### src/lsc_pkg.sv
// Package: constants and types of the laser serial command interpreter
//
// Functional notes
// - Each of two modules keeps three uninterpreted 20-character text strings.
// - String access names module and string; a write stores, a read reports.
// - Measured current of the chosen module is reported in milliamperes.
// - Measured light of the chosen module is reported as 0 to 65535.
// - On-time is reported in whole hours and saturates at 11930.
// - Hour count lives in each module's own non-volatile storage.
// - Aiming beam: 0 off, 1 on, query reports; off after power-up.
// - Current changes ramp gradually unless quick mode applies them at once.
// - Quick current mode: 0 off, 1 on, query reports; off after power-up.
// - No command within the auto-off interval turns output off and posts status.
// - Auto-off interval is 0 to 65535 seconds; zero disables the shutdown.
// - Auto-off interval is kept in non-volatile storage across power cycles.
// - Foot-pedal mode lets the pedal contact switch the output on and off.
// - Firmware version query takes no parameter and returns a version string.
// - Status code 7 means the inactivity timer turned the output off.
// - With several errors active only the lowest status code is reported.

`default_nettype none

package lsc_pkg;

    // ==========================================================
    // Timing
    localparam int unsigned CLK_PERIOD_NS = 25;
    localparam int unsigned SECOND_NS     = 1_000_000_000;
    localparam int unsigned SECOND_CYC    = SECOND_NS / CLK_PERIOD_NS;
    localparam int unsigned RAMP_STEP_NS  = 10_000;
    localparam int unsigned RAMP_STEP_CYC = RAMP_STEP_NS / CLK_PERIOD_NS;
    localparam logic [8:0]  RAMP_LAST     = 9'(RAMP_STEP_CYC - 1);
    localparam int unsigned HOUR_SECONDS  = 3600;
    localparam logic [11:0] HOUR_SEC_LAST = 12'(HOUR_SECONDS - 1);
    localparam logic [13:0] HOURS_MAX     = 14'h2E9A;

    // ==========================================================
    // Strings
    localparam int unsigned STR_WORDS_EACH = 5;
    localparam int unsigned STR_PER_MOD    = 3;
    localparam int unsigned STR_WORDS      = 2 * STR_PER_MOD * STR_WORDS_EACH;

    // ==========================================================
    // Register byte addresses
    localparam logic [7:0] ADDR_CTRL     = 8'h00;
    localparam logic [7:0] ADDR_AUTOOFF  = 8'h04;
    localparam logic [7:0] ADDR_STATUS   = 8'h08;
    localparam logic [7:0] ADDR_CURSET   = 8'h0C;
    localparam logic [7:0] ADDR_CURDRV   = 8'h10;
    localparam logic [7:0] ADDR_MEASCUR0 = 8'h14;
    localparam logic [7:0] ADDR_MEASCUR1 = 8'h18;
    localparam logic [7:0] ADDR_LIGHT0   = 8'h1C;
    localparam logic [7:0] ADDR_LIGHT1   = 8'h20;
    localparam logic [7:0] ADDR_HOURS0   = 8'h24;
    localparam logic [7:0] ADDR_HOURS1   = 8'h28;
    localparam logic [7:0] ADDR_FWVER    = 8'h2C;
    localparam logic [7:0] ADDR_IRQSTAT  = 8'h30;
    localparam logic [7:0] ADDR_IRQMASK  = 8'h34;
    localparam logic [7:0] ADDR_STR      = 8'h40;
    localparam logic [7:0] ADDR_STR_LAST = 8'hB4;

    // ==========================================================
    // Field positions and reset values
    localparam int unsigned CTRL_AIM    = 0;
    localparam int unsigned CTRL_QUICK  = 1;
    localparam int unsigned CTRL_PEDAL  = 2;
    localparam int unsigned CTRL_OUT    = 3;
    localparam int unsigned IRQ_AUTOOFF = 0;
    localparam int unsigned IRQ_PEDAL   = 1;
    localparam logic [2:0]  STATUS_OK    = 3'h0;
    localparam logic [2:0]  STATUS_TIMER = 3'h7;
    localparam logic [31:0] FW_VERSION   = 32'h56303130; // Arbitrary version word

    typedef enum {
        BUS_IDLE,
        BUS_WRITE,
        BUS_RDWAIT,
        BUS_RDDONE
    } lsc_bus_t;

endpackage

`default_nettype wire

### src/lsc_hour_counter.sv
// Per-module diode on-time hour counter with load and write-back
`default_nettype none

module lsc_hour_counter (
    // Clock and reset
    input  wire logic        clk_sys,
    input  wire logic        rst_n,
    input  wire logic        clkEn,
    // Timing and activity
    input  wire logic        secTick,
    input  wire logic        diodeOn,
    // Module storage
    input  wire logic        nvLoad,
    input  wire logic [13:0] nvHours,
    output logic      [13:0] hours_q,
    output logic             nvWrite_q
);

    logic [11:0] secCnt_q;
    logic        hourStep;

    assign hourStep = secTick && diodeOn && (hours_q != lsc_pkg::HOURS_MAX)
                      && (secCnt_q == lsc_pkg::HOUR_SEC_LAST);

    // ==========================================================
    // Seconds within the current hour
    always_ff @(posedge clk_sys or negedge rst_n) begin
        if (!rst_n) begin
            secCnt_q <= 12'h000;
        end else if (clkEn) begin
            if (nvLoad || hourStep) begin
                secCnt_q <= 12'h000;
            end else if (secTick && diodeOn && hours_q != lsc_pkg::HOURS_MAX) begin
                secCnt_q <= secCnt_q + 12'h001;
            end
        end
    end

    // ==========================================================
    // Hour count, fresh from the module's own storage on load
    always_ff @(posedge clk_sys or negedge rst_n) begin
        if (!rst_n) begin
            hours_q   <= 14'h0000;
            nvWrite_q <= 1'b0;
        end else if (clkEn) begin
            nvWrite_q <= hourStep;
            if (nvLoad) begin
                // Corrupt storage above the ceiling still reports the ceiling
                hours_q <= (nvHours > lsc_pkg::HOURS_MAX) ? lsc_pkg::HOURS_MAX : nvHours;
            end else if (hourStep) begin
                hours_q <= hours_q + 14'h0001;
            end
        end
    end
endmodule

`default_nettype wire

### src/lsc_cmd_core.sv
// Command interpreter core: AHB-Lite registers, auto-off, pedal, ramp, strings
`default_nettype none

module lsc_cmd_core #(
    parameter int unsigned SEC_CYCLES = lsc_pkg::SECOND_CYC
) (
    // Clock, reset, enable
    input  wire logic        clk_sys,
    input  wire logic        rst_n,
    input  wire logic        clkEn,
    // AHB-Lite slave
    input  wire logic        hsel,
    input  wire logic [31:0] haddr,
    input  wire logic [1:0]  htrans,
    input  wire logic        hwrite,
    input  wire logic [2:0]  hsize,
    input  wire logic [31:0] hwdata,
    input  wire logic        hready,
    output logic             hreadyout,
    output logic             hresp,
    output logic      [31:0] hrdata,
    // Interrupt
    output logic             irq,
    // Laser controls
    output logic             laserOut_q,
    output logic             aimBeam_q,
    output logic             quickMode_q,
    output logic      [15:0] curDrive_q,
    // Measurements and error conditions
    input  wire logic [15:0] measCur0,
    input  wire logic [15:0] measCur1,
    input  wire logic [15:0] measLight0,
    input  wire logic [15:0] measLight1,
    input  wire logic [5:0]  errIn,
    // Foot pedal pin
    input  wire logic        pedalIn,
    // Auto-off interval storage
    input  wire logic [15:0] nvAutoOff,
    output logic             nvAutoOffWr_q,
    output logic      [15:0] autoOff_q,
    // Module hour storage
    input  wire logic [1:0]  modSwap,
    input  wire logic [13:0] modNvHours0,
    input  wire logic [13:0] modNvHours1,
    output logic      [1:0]  modNvWrite,
    output logic      [13:0] hours0,
    output logic      [13:0] hours1
);

    localparam logic [25:0] SEC_LAST = 26'(SEC_CYCLES - 1);

    lsc_pkg::lsc_bus_t busState_q;
    logic [7:0]  regAddr_q;
    logic [31:0] hrdata_q;
    logic [31:0] rdMux;
    logic        addrTake;
    logic        wrEn;
    logic        cmdSeen;
    logic        strHit;
    logic [5:0]  strIdx;
    logic [31:0] strMem [lsc_pkg::STR_WORDS];
    logic        pedalMode_q;
    logic        timerErr_q;
    logic        nvLoaded_q;
    logic [15:0] curSet_q;
    logic [15:0] idleSec_q;
    logic [25:0] secCnt_q;
    logic [8:0]  rampCnt_q;
    logic        secTick;
    logic        rampTick;
    logic        autoOffFire;
    logic        pedalMeta_q;
    logic        pedalSync_q;
    logic        pedalPrev_q;
    logic        pedalRise;
    logic        pedalFall;
    logic [2:0]  statusCode;
    logic [1:0]  irqStat_q;
    logic [1:0]  irqMask_q;
    logic [1:0]  irqEvt;
    logic [1:0]  modLoad;

    // ==========================================================
    // AHB-Lite slave: writes take no wait, reads insert one
    assign addrTake  = hsel && hready && htrans[1];
    assign hreadyout = (busState_q != lsc_pkg::BUS_RDWAIT);
    assign hresp     = 1'b0;
    assign hrdata    = hrdata_q;
    assign wrEn      = clkEn && (busState_q == lsc_pkg::BUS_WRITE);
    assign cmdSeen   = clkEn && (busState_q == lsc_pkg::BUS_WRITE
                                 || busState_q == lsc_pkg::BUS_RDWAIT);

    always_ff @(posedge clk_sys or negedge rst_n) begin
        if (!rst_n) begin
            busState_q <= lsc_pkg::BUS_IDLE;
            regAddr_q  <= 8'h00;
        end else if (clkEn) begin
            case (busState_q)
                lsc_pkg::BUS_RDWAIT: begin
                    busState_q <= lsc_pkg::BUS_RDDONE;
                end
                lsc_pkg::BUS_IDLE, lsc_pkg::BUS_WRITE, lsc_pkg::BUS_RDDONE: begin
                    if (addrTake) begin
                        regAddr_q  <= {haddr[7:2], 2'b00};
                        busState_q <= hwrite ? lsc_pkg::BUS_WRITE : lsc_pkg::BUS_RDWAIT;
                    end else begin
                        busState_q <= lsc_pkg::BUS_IDLE;
                    end
                end
                default: begin
                    busState_q <= lsc_pkg::BUS_IDLE;
                end
            endcase
        end
    end

    // ==========================================================
    // Read path
    assign strHit = (regAddr_q >= lsc_pkg::ADDR_STR) && (regAddr_q <= lsc_pkg::ADDR_STR_LAST);
    assign strIdx = regAddr_q[7:2] - lsc_pkg::ADDR_STR[7:2];

    always_comb begin
        rdMux = 32'h0000_0000;
        case (regAddr_q)
            lsc_pkg::ADDR_CTRL:     rdMux = {28'h0000000, laserOut_q, pedalMode_q,
                                             quickMode_q, aimBeam_q};
            lsc_pkg::ADDR_AUTOOFF:  rdMux = {16'h0000, autoOff_q};
            lsc_pkg::ADDR_STATUS:   rdMux = {29'h00000000, statusCode};
            lsc_pkg::ADDR_CURSET:   rdMux = {16'h0000, curSet_q};
            lsc_pkg::ADDR_CURDRV:   rdMux = {16'h0000, curDrive_q};
            lsc_pkg::ADDR_MEASCUR0: rdMux = {16'h0000, measCur0};
            lsc_pkg::ADDR_MEASCUR1: rdMux = {16'h0000, measCur1};
            lsc_pkg::ADDR_LIGHT0:   rdMux = {16'h0000, measLight0};
            lsc_pkg::ADDR_LIGHT1:   rdMux = {16'h0000, measLight1};
            lsc_pkg::ADDR_HOURS0:   rdMux = {18'h00000, hours0};
            lsc_pkg::ADDR_HOURS1:   rdMux = {18'h00000, hours1};
            lsc_pkg::ADDR_FWVER:    rdMux = lsc_pkg::FW_VERSION;
            lsc_pkg::ADDR_IRQSTAT:  rdMux = {30'h00000000, irqStat_q};
            lsc_pkg::ADDR_IRQMASK:  rdMux = {30'h00000000, irqMask_q};
            default: begin
                if (strHit) begin
                    rdMux = strMem[strIdx[4:0]];
                end
            end
        endcase
    end

    // Sampled in the wait cycle so a write just before is already visible
    always_ff @(posedge clk_sys or negedge rst_n) begin
        if (!rst_n) begin
            hrdata_q <= 32'h0000_0000;
        end else if (clkEn && busState_q == lsc_pkg::BUS_RDWAIT) begin
            hrdata_q <= rdMux;
        end
    end

    // ==========================================================
    // Free-form strings, stored as written and never checked
    always_ff @(posedge clk_sys) begin
        if (wrEn && strHit) begin
            strMem[strIdx[4:0]] <= hwdata;
        end
    end

    // ==========================================================
    // Mode bits and current set-point
    always_ff @(posedge clk_sys or negedge rst_n) begin
        if (!rst_n) begin
            aimBeam_q   <= 1'b0;
            quickMode_q <= 1'b0;
            pedalMode_q <= 1'b0;
            curSet_q    <= 16'h0000;
        end else if (wrEn) begin
            if (regAddr_q == lsc_pkg::ADDR_CTRL) begin
                aimBeam_q   <= hwdata[lsc_pkg::CTRL_AIM];
                quickMode_q <= hwdata[lsc_pkg::CTRL_QUICK];
                pedalMode_q <= hwdata[lsc_pkg::CTRL_PEDAL];
            end
            if (regAddr_q == lsc_pkg::ADDR_CURSET) begin
                curSet_q <= hwdata[15:0];
            end
        end
    end

    // ==========================================================
    // Current ramp
    assign rampTick = clkEn && (rampCnt_q == lsc_pkg::RAMP_LAST);

    always_ff @(posedge clk_sys or negedge rst_n) begin
        if (!rst_n) begin
            rampCnt_q  <= 9'h000;
            curDrive_q <= 16'h0000;
        end else if (clkEn) begin
            rampCnt_q <= rampTick ? 9'h000 : rampCnt_q + 9'h001;
            if (quickMode_q) begin
                curDrive_q <= curSet_q;
            end else if (rampTick && curDrive_q < curSet_q) begin
                curDrive_q <= curDrive_q + 16'h0001;
            end else if (rampTick && curDrive_q > curSet_q) begin
                curDrive_q <= curDrive_q - 16'h0001;
            end
        end
    end

    // ==========================================================
    // Seconds base and inactivity count
    assign secTick = clkEn && (secCnt_q == SEC_LAST);
    // First second after a command may be short by up to one second
    assign autoOffFire = secTick && !cmdSeen && laserOut_q && (autoOff_q != 16'h0000)
                         && (idleSec_q == autoOff_q - 16'h0001);

    always_ff @(posedge clk_sys or negedge rst_n) begin
        if (!rst_n) begin
            secCnt_q  <= 26'h0000000;
            idleSec_q <= 16'h0000;
        end else if (clkEn) begin
            secCnt_q <= secTick ? 26'h0000000 : secCnt_q + 26'h0000001;
            if (cmdSeen) begin
                idleSec_q <= 16'h0000;
            end else if (secTick && idleSec_q != 16'hFFFF) begin
                idleSec_q <= idleSec_q + 16'h0001;
            end
        end
    end

    // ==========================================================
    // Auto-off interval, loaded from storage once after reset
    always_ff @(posedge clk_sys or negedge rst_n) begin
        if (!rst_n) begin
            nvLoaded_q    <= 1'b0;
            autoOff_q     <= 16'h0000;
            nvAutoOffWr_q <= 1'b0;
        end else if (clkEn) begin
            nvLoaded_q    <= 1'b1;
            nvAutoOffWr_q <= wrEn && (regAddr_q == lsc_pkg::ADDR_AUTOOFF);
            if (!nvLoaded_q) begin
                autoOff_q <= nvAutoOff;
            end else if (wrEn && regAddr_q == lsc_pkg::ADDR_AUTOOFF) begin
                autoOff_q <= hwdata[15:0];
            end
        end
    end

    // ==========================================================
    // Foot pedal synchroniser, closed contact reads high
    always_ff @(posedge clk_sys or negedge rst_n) begin
        if (!rst_n) begin
            pedalMeta_q <= 1'b0;
            pedalSync_q <= 1'b0;
            pedalPrev_q <= 1'b0;
        end else if (clkEn) begin
            pedalMeta_q <= pedalIn;
            pedalSync_q <= pedalMeta_q;
            pedalPrev_q <= pedalSync_q;
        end
    end

    assign pedalRise = clkEn && pedalMode_q && pedalSync_q && !pedalPrev_q;
    assign pedalFall = clkEn && pedalMode_q && !pedalSync_q && pedalPrev_q;

    // ==========================================================
    // Output state: timer beats software beats pedal
    always_ff @(posedge clk_sys or negedge rst_n) begin
        if (!rst_n) begin
            laserOut_q <= 1'b0;
        end else if (clkEn) begin
            if (autoOffFire) begin
                laserOut_q <= 1'b0;
            end else if (wrEn && regAddr_q == lsc_pkg::ADDR_CTRL) begin
                laserOut_q <= hwdata[lsc_pkg::CTRL_OUT];
            end else if (pedalRise) begin
                laserOut_q <= 1'b1;
            end else if (pedalFall) begin
                laserOut_q <= 1'b0;
            end
        end
    end

    // ==========================================================
    // Status code: timer latch and lowest-code priority
    always_ff @(posedge clk_sys or negedge rst_n) begin
        if (!rst_n) begin
            timerErr_q <= 1'b0;
        end else if (autoOffFire) begin
            timerErr_q <= 1'b1;
        end else if (wrEn && regAddr_q == lsc_pkg::ADDR_STATUS) begin
            timerErr_q <= 1'b0;
        end
    end

    always_comb begin
        statusCode = timerErr_q ? lsc_pkg::STATUS_TIMER : lsc_pkg::STATUS_OK;
        for (int i = 5; i >= 0; i--) begin
            if (errIn[i]) begin
                statusCode = 3'(i + 1);
            end
        end
    end

    // ==========================================================
    // Interrupts, write one to clear, new events win
    assign irqEvt = {pedalRise || pedalFall, autoOffFire};
    assign irq    = |(irqStat_q & irqMask_q);

    always_ff @(posedge clk_sys or negedge rst_n) begin
        if (!rst_n) begin
            irqStat_q <= 2'h0;
            irqMask_q <= 2'h0;
        end else if (clkEn) begin
            if (wrEn && regAddr_q == lsc_pkg::ADDR_IRQSTAT) begin
                irqStat_q <= (irqStat_q & ~hwdata[1:0]) | irqEvt;
            end else begin
                irqStat_q <= irqStat_q | irqEvt;
            end
            if (wrEn && regAddr_q == lsc_pkg::ADDR_IRQMASK) begin
                irqMask_q <= hwdata[1:0];
            end
        end
    end

    // ==========================================================
    // Hour counters, one per laser module
    assign modLoad = {2{clkEn && !nvLoaded_q}} | (modSwap & {2{clkEn}});

    lsc_hour_counter hourCnt0 (
        .clk_sys   (clk_sys),
        .rst_n     (rst_n),
        .clkEn     (clkEn),
        .secTick   (secTick),
        .diodeOn   (laserOut_q),
        .nvLoad    (modLoad[0]),
        .nvHours   (modNvHours0),
        .hours_q   (hours0),
        .nvWrite_q (modNvWrite[0])
    );

    lsc_hour_counter hourCnt1 (
        .clk_sys   (clk_sys),
        .rst_n     (rst_n),
        .clkEn     (clkEn),
        .secTick   (secTick),
        .diodeOn   (laserOut_q),
        .nvLoad    (modLoad[1]),
        .nvHours   (modNvHours1),
        .hours_q   (hours1),
        .nvWrite_q (modNvWrite[1])
    );
endmodule

`default_nettype wire

### config.mk
export PLATFORM = sky130hd
export DESIGN_NAME = lsc_cmd_core
export DESIGN_NICKNAME = d
export VERILOG_FILES = /design/src/lsc_pkg.sv /design/src/lsc_hour_counter.sv /design/src/lsc_cmd_core.sv
export SDC_FILE = /design/constraint.sdc
export NUM_CORES = 2
export LEC_CHECK = 0
export BUFFER_PORTS_ARGS = -buffer_cell sky130_fd_sc_hd__buf_2
export CAP_MARGIN = 20
export CELL_PAD_IN_SITES_DETAIL_PLACEMENT = 0
export CELL_PAD_IN_SITES_GLOBAL_PLACEMENT = 1
export CORE_ASPECT_RATIO = 1.1
export CORE_MARGIN = 4
export CORE_UTILIZATION = 45
export DETAILED_ROUTE_END_ITERATION = 10
export PLACE_DENSITY = 0.71
export SLEW_MARGIN = 20
export SYNTH_ARGS = -nofsm -noshare
export SYNTH_HDL_FRONTEND = slang
export SYNTH_SLANG_ARGS = --single-unit
### constraint.sdc
create_clock -name clk_sys -period 5.15 [get_ports clk_sys]
set_clock_uncertainty 0.1 [all_clocks]
set_input_delay 0.515 -clock clk_sys [delete_from_list [all_inputs] [get_ports clk_sys]]
set_output_delay 0.515 -clock clk_sys [all_outputs]
set_load 0.01 [all_outputs]
[Yosys cells after proc, flatten, opt, wreduce, memory -nomap -nowiden]
Memories as Yosys holds them, arrays and structs flattened.
Cells that the tools add are included.
Operators by class
  $add $sub $neg: 11
  multipliers: 0
  divide/modulo/power cells: 0
  order comparisons: 6
  equal/unequal tests: 28
  shift operators: 0
  multiplexer cells: 40
  bitwise logic cells: 7
  reductions and logical operators: 65
Operator list (number)
  $pmux 32 s14: 1
  $mux 16: 7
  $eq 32x2->1 const B: 3
  $mux 14: 6
  $mux 12: 4
  $eq 6x4->1 const B: 6
  $add 16x1->16 const B: 2
  $eq 32x1->1 const B: 1
  $eq 32x3->1 const B: 1
  $logic_and 1x1->1: 32
  $logic_not 32->1: 1
  $mux 32: 1
  $ne 32x3->1 const B: 1
  $sub 16x1->16 const B: 2
  $add 14x1->14 const B: 2
  $gt 14x14->1 const B: 2
  $ne 14x14->1 const B: 2
  $add 26x1->26 const B: 1
  $eq 26x26->1 const B: 1
  $mux 26: 1
  $add 12x1->12 const B: 2
  $eq 12x12->1 const B: 2
  $eq 6x3->1 const B: 4
  $reduce_and 2->1: 11
  other kinds (30): 61
Word-level totals
  bits in registers: 237
  latch bits: 0
  memory bits (writable): 960
  bits in read-only memories: 0
  input port bits: 192
  output and inout port bits: 101
  word-level logic and storage cells: 185
  memories: 1
Memory list
  strMem: depth 30, width 32, rd ports 1, clocked after Yosys merged registers in 0, write ports 1, line lsc_cmd_core.sv:61  | logic [31:0] strMem [lsc_pkg::STR_WORDS];

[Depth between registers and ports, before layout]
  depth after elaboration: 10
  gate-level depth with buffers: 16

[Modules after synthesis]
A second synthesis with hierarchy kept.
Second synthesis, totals
  cell total of the unflattened synthesis: 2977
  area, all modules: 49712.7 um2
Modules (own cells, without submodules)
  lsc_cmd_core: times used 1, cells an instance 2513, area an instance 45811.4 um2
  lsc_hour_counter: times used 2, cells an instance 232, area an instance 1950.6 um2

[Worst setup path before layout]
No wires, ideal clock.
  path kind: register to register
  start point: reg regAddr_q[2]
  end point: mem strMem[29][0] (enable)
  arrival: 3.821 ns
  required time: 4.589 ns
  setup slack: 0.768 ns
  cell stages (with the launch flop): 9
  path buffers: 5
  clock period less this slack: 4.382 ns
  cells stage by stage: dfrtp_1 buf_2 buf_4 buf_4 buf_4 buf_4 nor2b_1 nand2_1 nor3_1
On the way
  longest elaborated chain between the ends: 5
  elaborated cells between the ends (all ways): 7
  those cells by class: add/sub (1); order compare (2); mux (2); reduce/logical (2)
RTL lines
  start: declaration: line lsc_cmd_core.sv:53  | logic [7:0] regAddr_q;
  start signal: assignment: line lsc_cmd_core.sv:104  | regAddr_q <= {haddr[7:2], 2'b00};
  $ge 8x7->1 or $le 8x8->1 (tied branches): line lsc_cmd_core.sv:119  | assign strHit = (regAddr_q >= lsc_pkg::ADDR_STR) && (regAddr_q <= lsc_pkg::ADDR_STR_LAST);
  $logic_and 1x1->1: line lsc_cmd_core.sv:119
  $logic_and 1x1->1: line lsc_cmd_core.sv:160  | if (wrEn && strHit) begin
  $mux 1: line lsc_cmd_core.sv:160
  $mux 1 (not written as such): line lsc_cmd_core.sv:161  | strMem[strIdx[4:0]] <= hwdata;
  end: declaration: line lsc_cmd_core.sv:61
Parallel ways exist; a longest one is shown, timed or not.

[Final worst setup path]
  start point: reg rampCnt_q[0]
  end point: reg curDrive_q[15]
On the way
  longest elaborated chain between the ends: 5
  elaborated cells between the ends (all ways): 8
  those cells by class: eq/ne (1); mux (2); reduce/logical (5)
RTL lines
  start: declaration: line lsc_cmd_core.sv:68  | logic [8:0] rampCnt_q;
  start signal: assignment: line lsc_cmd_core.sv:194  | rampCnt_q <= rampTick ? 9'h000 : rampCnt_q + 9'h001;
  $eq 9x9->1 *: line lsc_cmd_core.sv:187  | assign rampTick = clkEn && (rampCnt_q == lsc_pkg::RAMP_LAST);
  $logic_and 1x1->1 *: line lsc_cmd_core.sv:187
  $logic_and 1x1->1, on equally long branches: line lsc_cmd_core.sv:197, lsc_cmd_core.sv:199
  $reduce_bool 3->1 (no source line) or $mux 16 (tied branches)
  $reduce_and 2->1 (no source line) or $mux 16 (tied branches)
  end signal: assignment: line lsc_cmd_core.sv:196  | curDrive_q <= curSet_q;
  end signal: assignment: line lsc_cmd_core.sv:198  | curDrive_q <= curDrive_q + 16'h0001;
  end signal: assignment: line lsc_cmd_core.sv:200  | curDrive_q <= curDrive_q - 16'h0001;
  end: declaration: line lsc_cmd_core.sv:28  | output logic [15:0] curDrive_q,
Every way passes the cells marked *; elsewhere a longest branch is shown, timed or not.
A chain may end at the register's enable or synchronous reset.

==> results.md <==
* Outcome: finished clean
* Commonest cells in the netlist: edfxtp_1, mux4_2, dfrtp_1
* Register share of total power at 0.437
* Avg WL per Cell at 30.9 um
* Core area at 108000 sq um
* Sw power at 0.00767 W
* Total grt overflow at 0
* Clk pwr share at 0.332
* Top_reg_cell synth: edfxtp_1
* Comb pwr share at 0.231
* Clock sink count at 1167
* Area fraction of the dominant cell type after synthesis at 0.586
* WHS Endpoint: hrdata[14]$_DFFE_PN0P_
* Final setup TNS at 0 ns
* Max-Cap Viols at 0
* First-pass GRT wire length at 212000 um
* RSZ-0062 raised after global routing: false
* P_leak at 19.9 nW
* Initial DRC count at 3107
* Critical Path RT at 5.71 ns
* Rows at 126
* R2r endpoint: curDrive_q[15]$_DFFE_PN0P_
* Fin. max-slew vios at 0
* H-tree depth at 3
* Synth top area cells: edfxtp_1, mux4_2, dfrtp_1
* Worst-path fanout max at 18
* Cells after Synth at 2914
* TritonCTS Buffers at 116
* Clock tree from TritonCTS: done
* Final wirelength at 148000 um
* Slew headroom at 0.205
* Switching part of the total power at 0.296
* Distinct cells, synth at 83
* Nets@finish at 3516
* Hold WC Path Type: input port to flop
* Final setup fails at 0
* Port buffer count at 261
* Final GP Congestion at 1.00
* Gr usage total at 0.257
* FMAX at 244 MHz
* Mapped Area at 49200 sq um
* Maximum vdd drop at 0.338 mV
* Drt drc at 0
* Least-Margin Pin Slew at 1.19 ns
* EDFF count, synth at 960
* Cells resized by post-CTS repair at 0
* R2r setup slk at 1.05 ns
* Ports at 293
* CTS Root Cell: clkbuf_16
* Die outline height at 355 um
* Hold depth at 3
* Reg2reg path depth at 14
* Post-route minimum period at 4.10 ns
* Ys async rst share at 0.177
* Sequential share of the synthesized area at 0.692
* DRT antenna net count at 0
* CTS max path bufs at 3
* Initial Util at 0.456
* Kind of critical path: flop to flop
* Post-CTS setup buffers at 0
* Vias in the first global route at 30130
* Clk slew on worst S/H paths at 0.06 ns
* Period utilization at 0.797
* Hold Fails Final Rpt at 0
* CP arrival at 4.66 ns
* PwrDens at 454 nW/um^2
* DP Wirelength at 94000 um
* Critical Path Start Type: flop
* Fillers at 8607
* 1st-pass router iterations at 7
* Hold Buf Count CTS at 34
* Vias/cell at 6.18
* CP Capture Type: flop
* Vias post-DR at 29632
* Top-count cell post-synth: edfxtp_1
* Die Wd at 323 um
* Initial antenna violation count at 14
* Largest net degree at the start of global routing at 126
* Syn Nets at 3150
* Worst reg2reg path startpoint: rampCnt_q[0]$_DFFE_PN0P_
* Hold path startpoint: measLight1[14]
* Internal at 0.0182 W
* Clock latency on the worst-skew pair at 0.72 ns
* Share of layout cells above drive strength 1 at 0.270
* Avg Inst Size Synth at 16.9 sq um
* Fin util at 0.529
* Flop and latch count out of synthesis at 1167
* Area Growth Syn to Fin at 16.0%
* Die area at 115000 sq um
* Synth warn at 0
* Yosys top cell by area: edfxtp_1
-- cell usage in the layout (no fill, tap or decap), drive strengths merged, types with 11 or more instances in the layout --
cell,count
a21oi,72
a221oi,21
a22o,22
a22oi,19
a31oi,14
and3,34
buf,365
bufinv,14
clkbuf,132
clkinv,60
dfrtp,207
dlygate4sd3,34
edfxtp,960
ha,43
inv,52
mux2,43
mux2i,58
mux4,267
nand2,166
nand2b,16
nand3,68
nand4,39
nor2,187
nor3,38
o211ai,11
o21a,12
o21ai,118
o22ai,25
o31ai,14
or3,13
xnor2,39
xor2,53
-- worst max-delay path: stages (launching register included) --
cell and delay [ns]:
dfrtp_1 0.39, ha_1 0.18, and4_1 0.34, and3_1 0.36, nor3b_1 0.29, nand4_1 0.15, buf_4 0.24, ha_1 0.37
a21oi_1 0.25, nand2_1 0.08, or3_1 0.36, o2111ai_1 0.23, a21oi_1 0.11, or4b_1 0.49, nand3_1 0.10
-- sequential cells by signal, indices dropped and copies added (netlist names), 14 cells and up --
name / flops
curDrive_q: 16
hourCnt1.hours_q: 14
curSet_q: 16
hrdata: 32
autoOff_q: 16
strMem: 960
idleSec_q: 16
hourCnt0.hours_q: 14
secCnt_q: 26
-- power groups by stage --
stage	combinational (W)	sequential (W)	clock [W]
floorplan	0.00403	0.0112	0
global route	0.00645	0.0114	0.00916
CTS	0.00602	0.0113	0.00874
finish	0.00598	0.0113	0.00859
detailed placement	0.00599	0.0115	0
global placement	0.00589	0.0115	0
-- worst max-delay path by stage --
stage	slack [ns]	start	end
2_1_floorplan	0.77	regAddr_q[2]$_DFFE_PN0P_	strMem[29][0]$_DFFE_PP_
3_3_place_gp	1.01	clkEn	curDrive_q[15]$_DFFE_PN0P_
3_5_place_dp	1.04	clkEn	curDrive_q[15]$_DFFE_PN0P_
4_1_cts	1.12	rampCnt_q[0]$_DFFE_PN0P_	curDrive_q[15]$_DFFE_PN0P_
5_1_grt	0.82	rampCnt_q[0]$_DFFE_PN0P_	curDrive_q[15]$_DFFE_PN0P_
6_report	1.05	rampCnt_q[0]$_DFFE_PN0P_	curDrive_q[15]$_DFFE_PN0P_
-- metrics by stage --
stage                     hold WS (ns)  std cells  area (sq um)  setup slack [ns]  power, W
after floorplan                  0.119       2914         49200             0.768    0.0152
after global placement           0.348       4535         52800              1.01    0.0174
after detailed placement         0.357       4535         52800              1.04    0.0175
after CTS                      0.00354       4786         57000              1.12    0.0261
after global routing            0.0184       4789         57000             0.819    0.0270
final                           0.0454       4793         57000              1.05    0.0259
-- area by class of cell --
type | instances | area [sq um] | area share
diodes | 6 | 15.0 | 0.000263
multi-input cells | 1548 | 14500 | 0.255
inverters | 48 | 180 | 0.00316
clock inverters | 85 | 872 | 0.0153
flip-flops and latches | 1167 | 34000 | 0.596
repair buffers | 399 | 2660 | 0.0466
clock buffers | 132 | 3010 | 0.0527
well taps | 1408 | 1760 | 0.0309
-- kinds of logic (layout without fill, tap and decap cells) --
family	count (synthesis)	after routing	share of synthesized area
multiplexers	368	368	0.144
other	1	7	0.0000763
buffers and inverters	199	664	0.0177
AO/OA/AOI/OAI	405	405	0.0548
AND/OR/NAND/NOR	638	638	0.0640
XOR/XNOR	92	92	0.0164
flip-flops	1167	1167	0.692
adder cells (fa/ha/maj)	44	44	0.0113
-- metal layers --
metal	global-route usage	routed length, um	up-vias	part of all wire
met3	0.0479	12200	319	0.082
met4	0.122	7730	10	0.052
li1	-	-	12397	-
met5	0	60	-	0.00040
met1	0.337	57400	15414	0.39
met2	0.418	70800	1492	0.48
No activity file was read; power rests on OpenSTA's default activity.
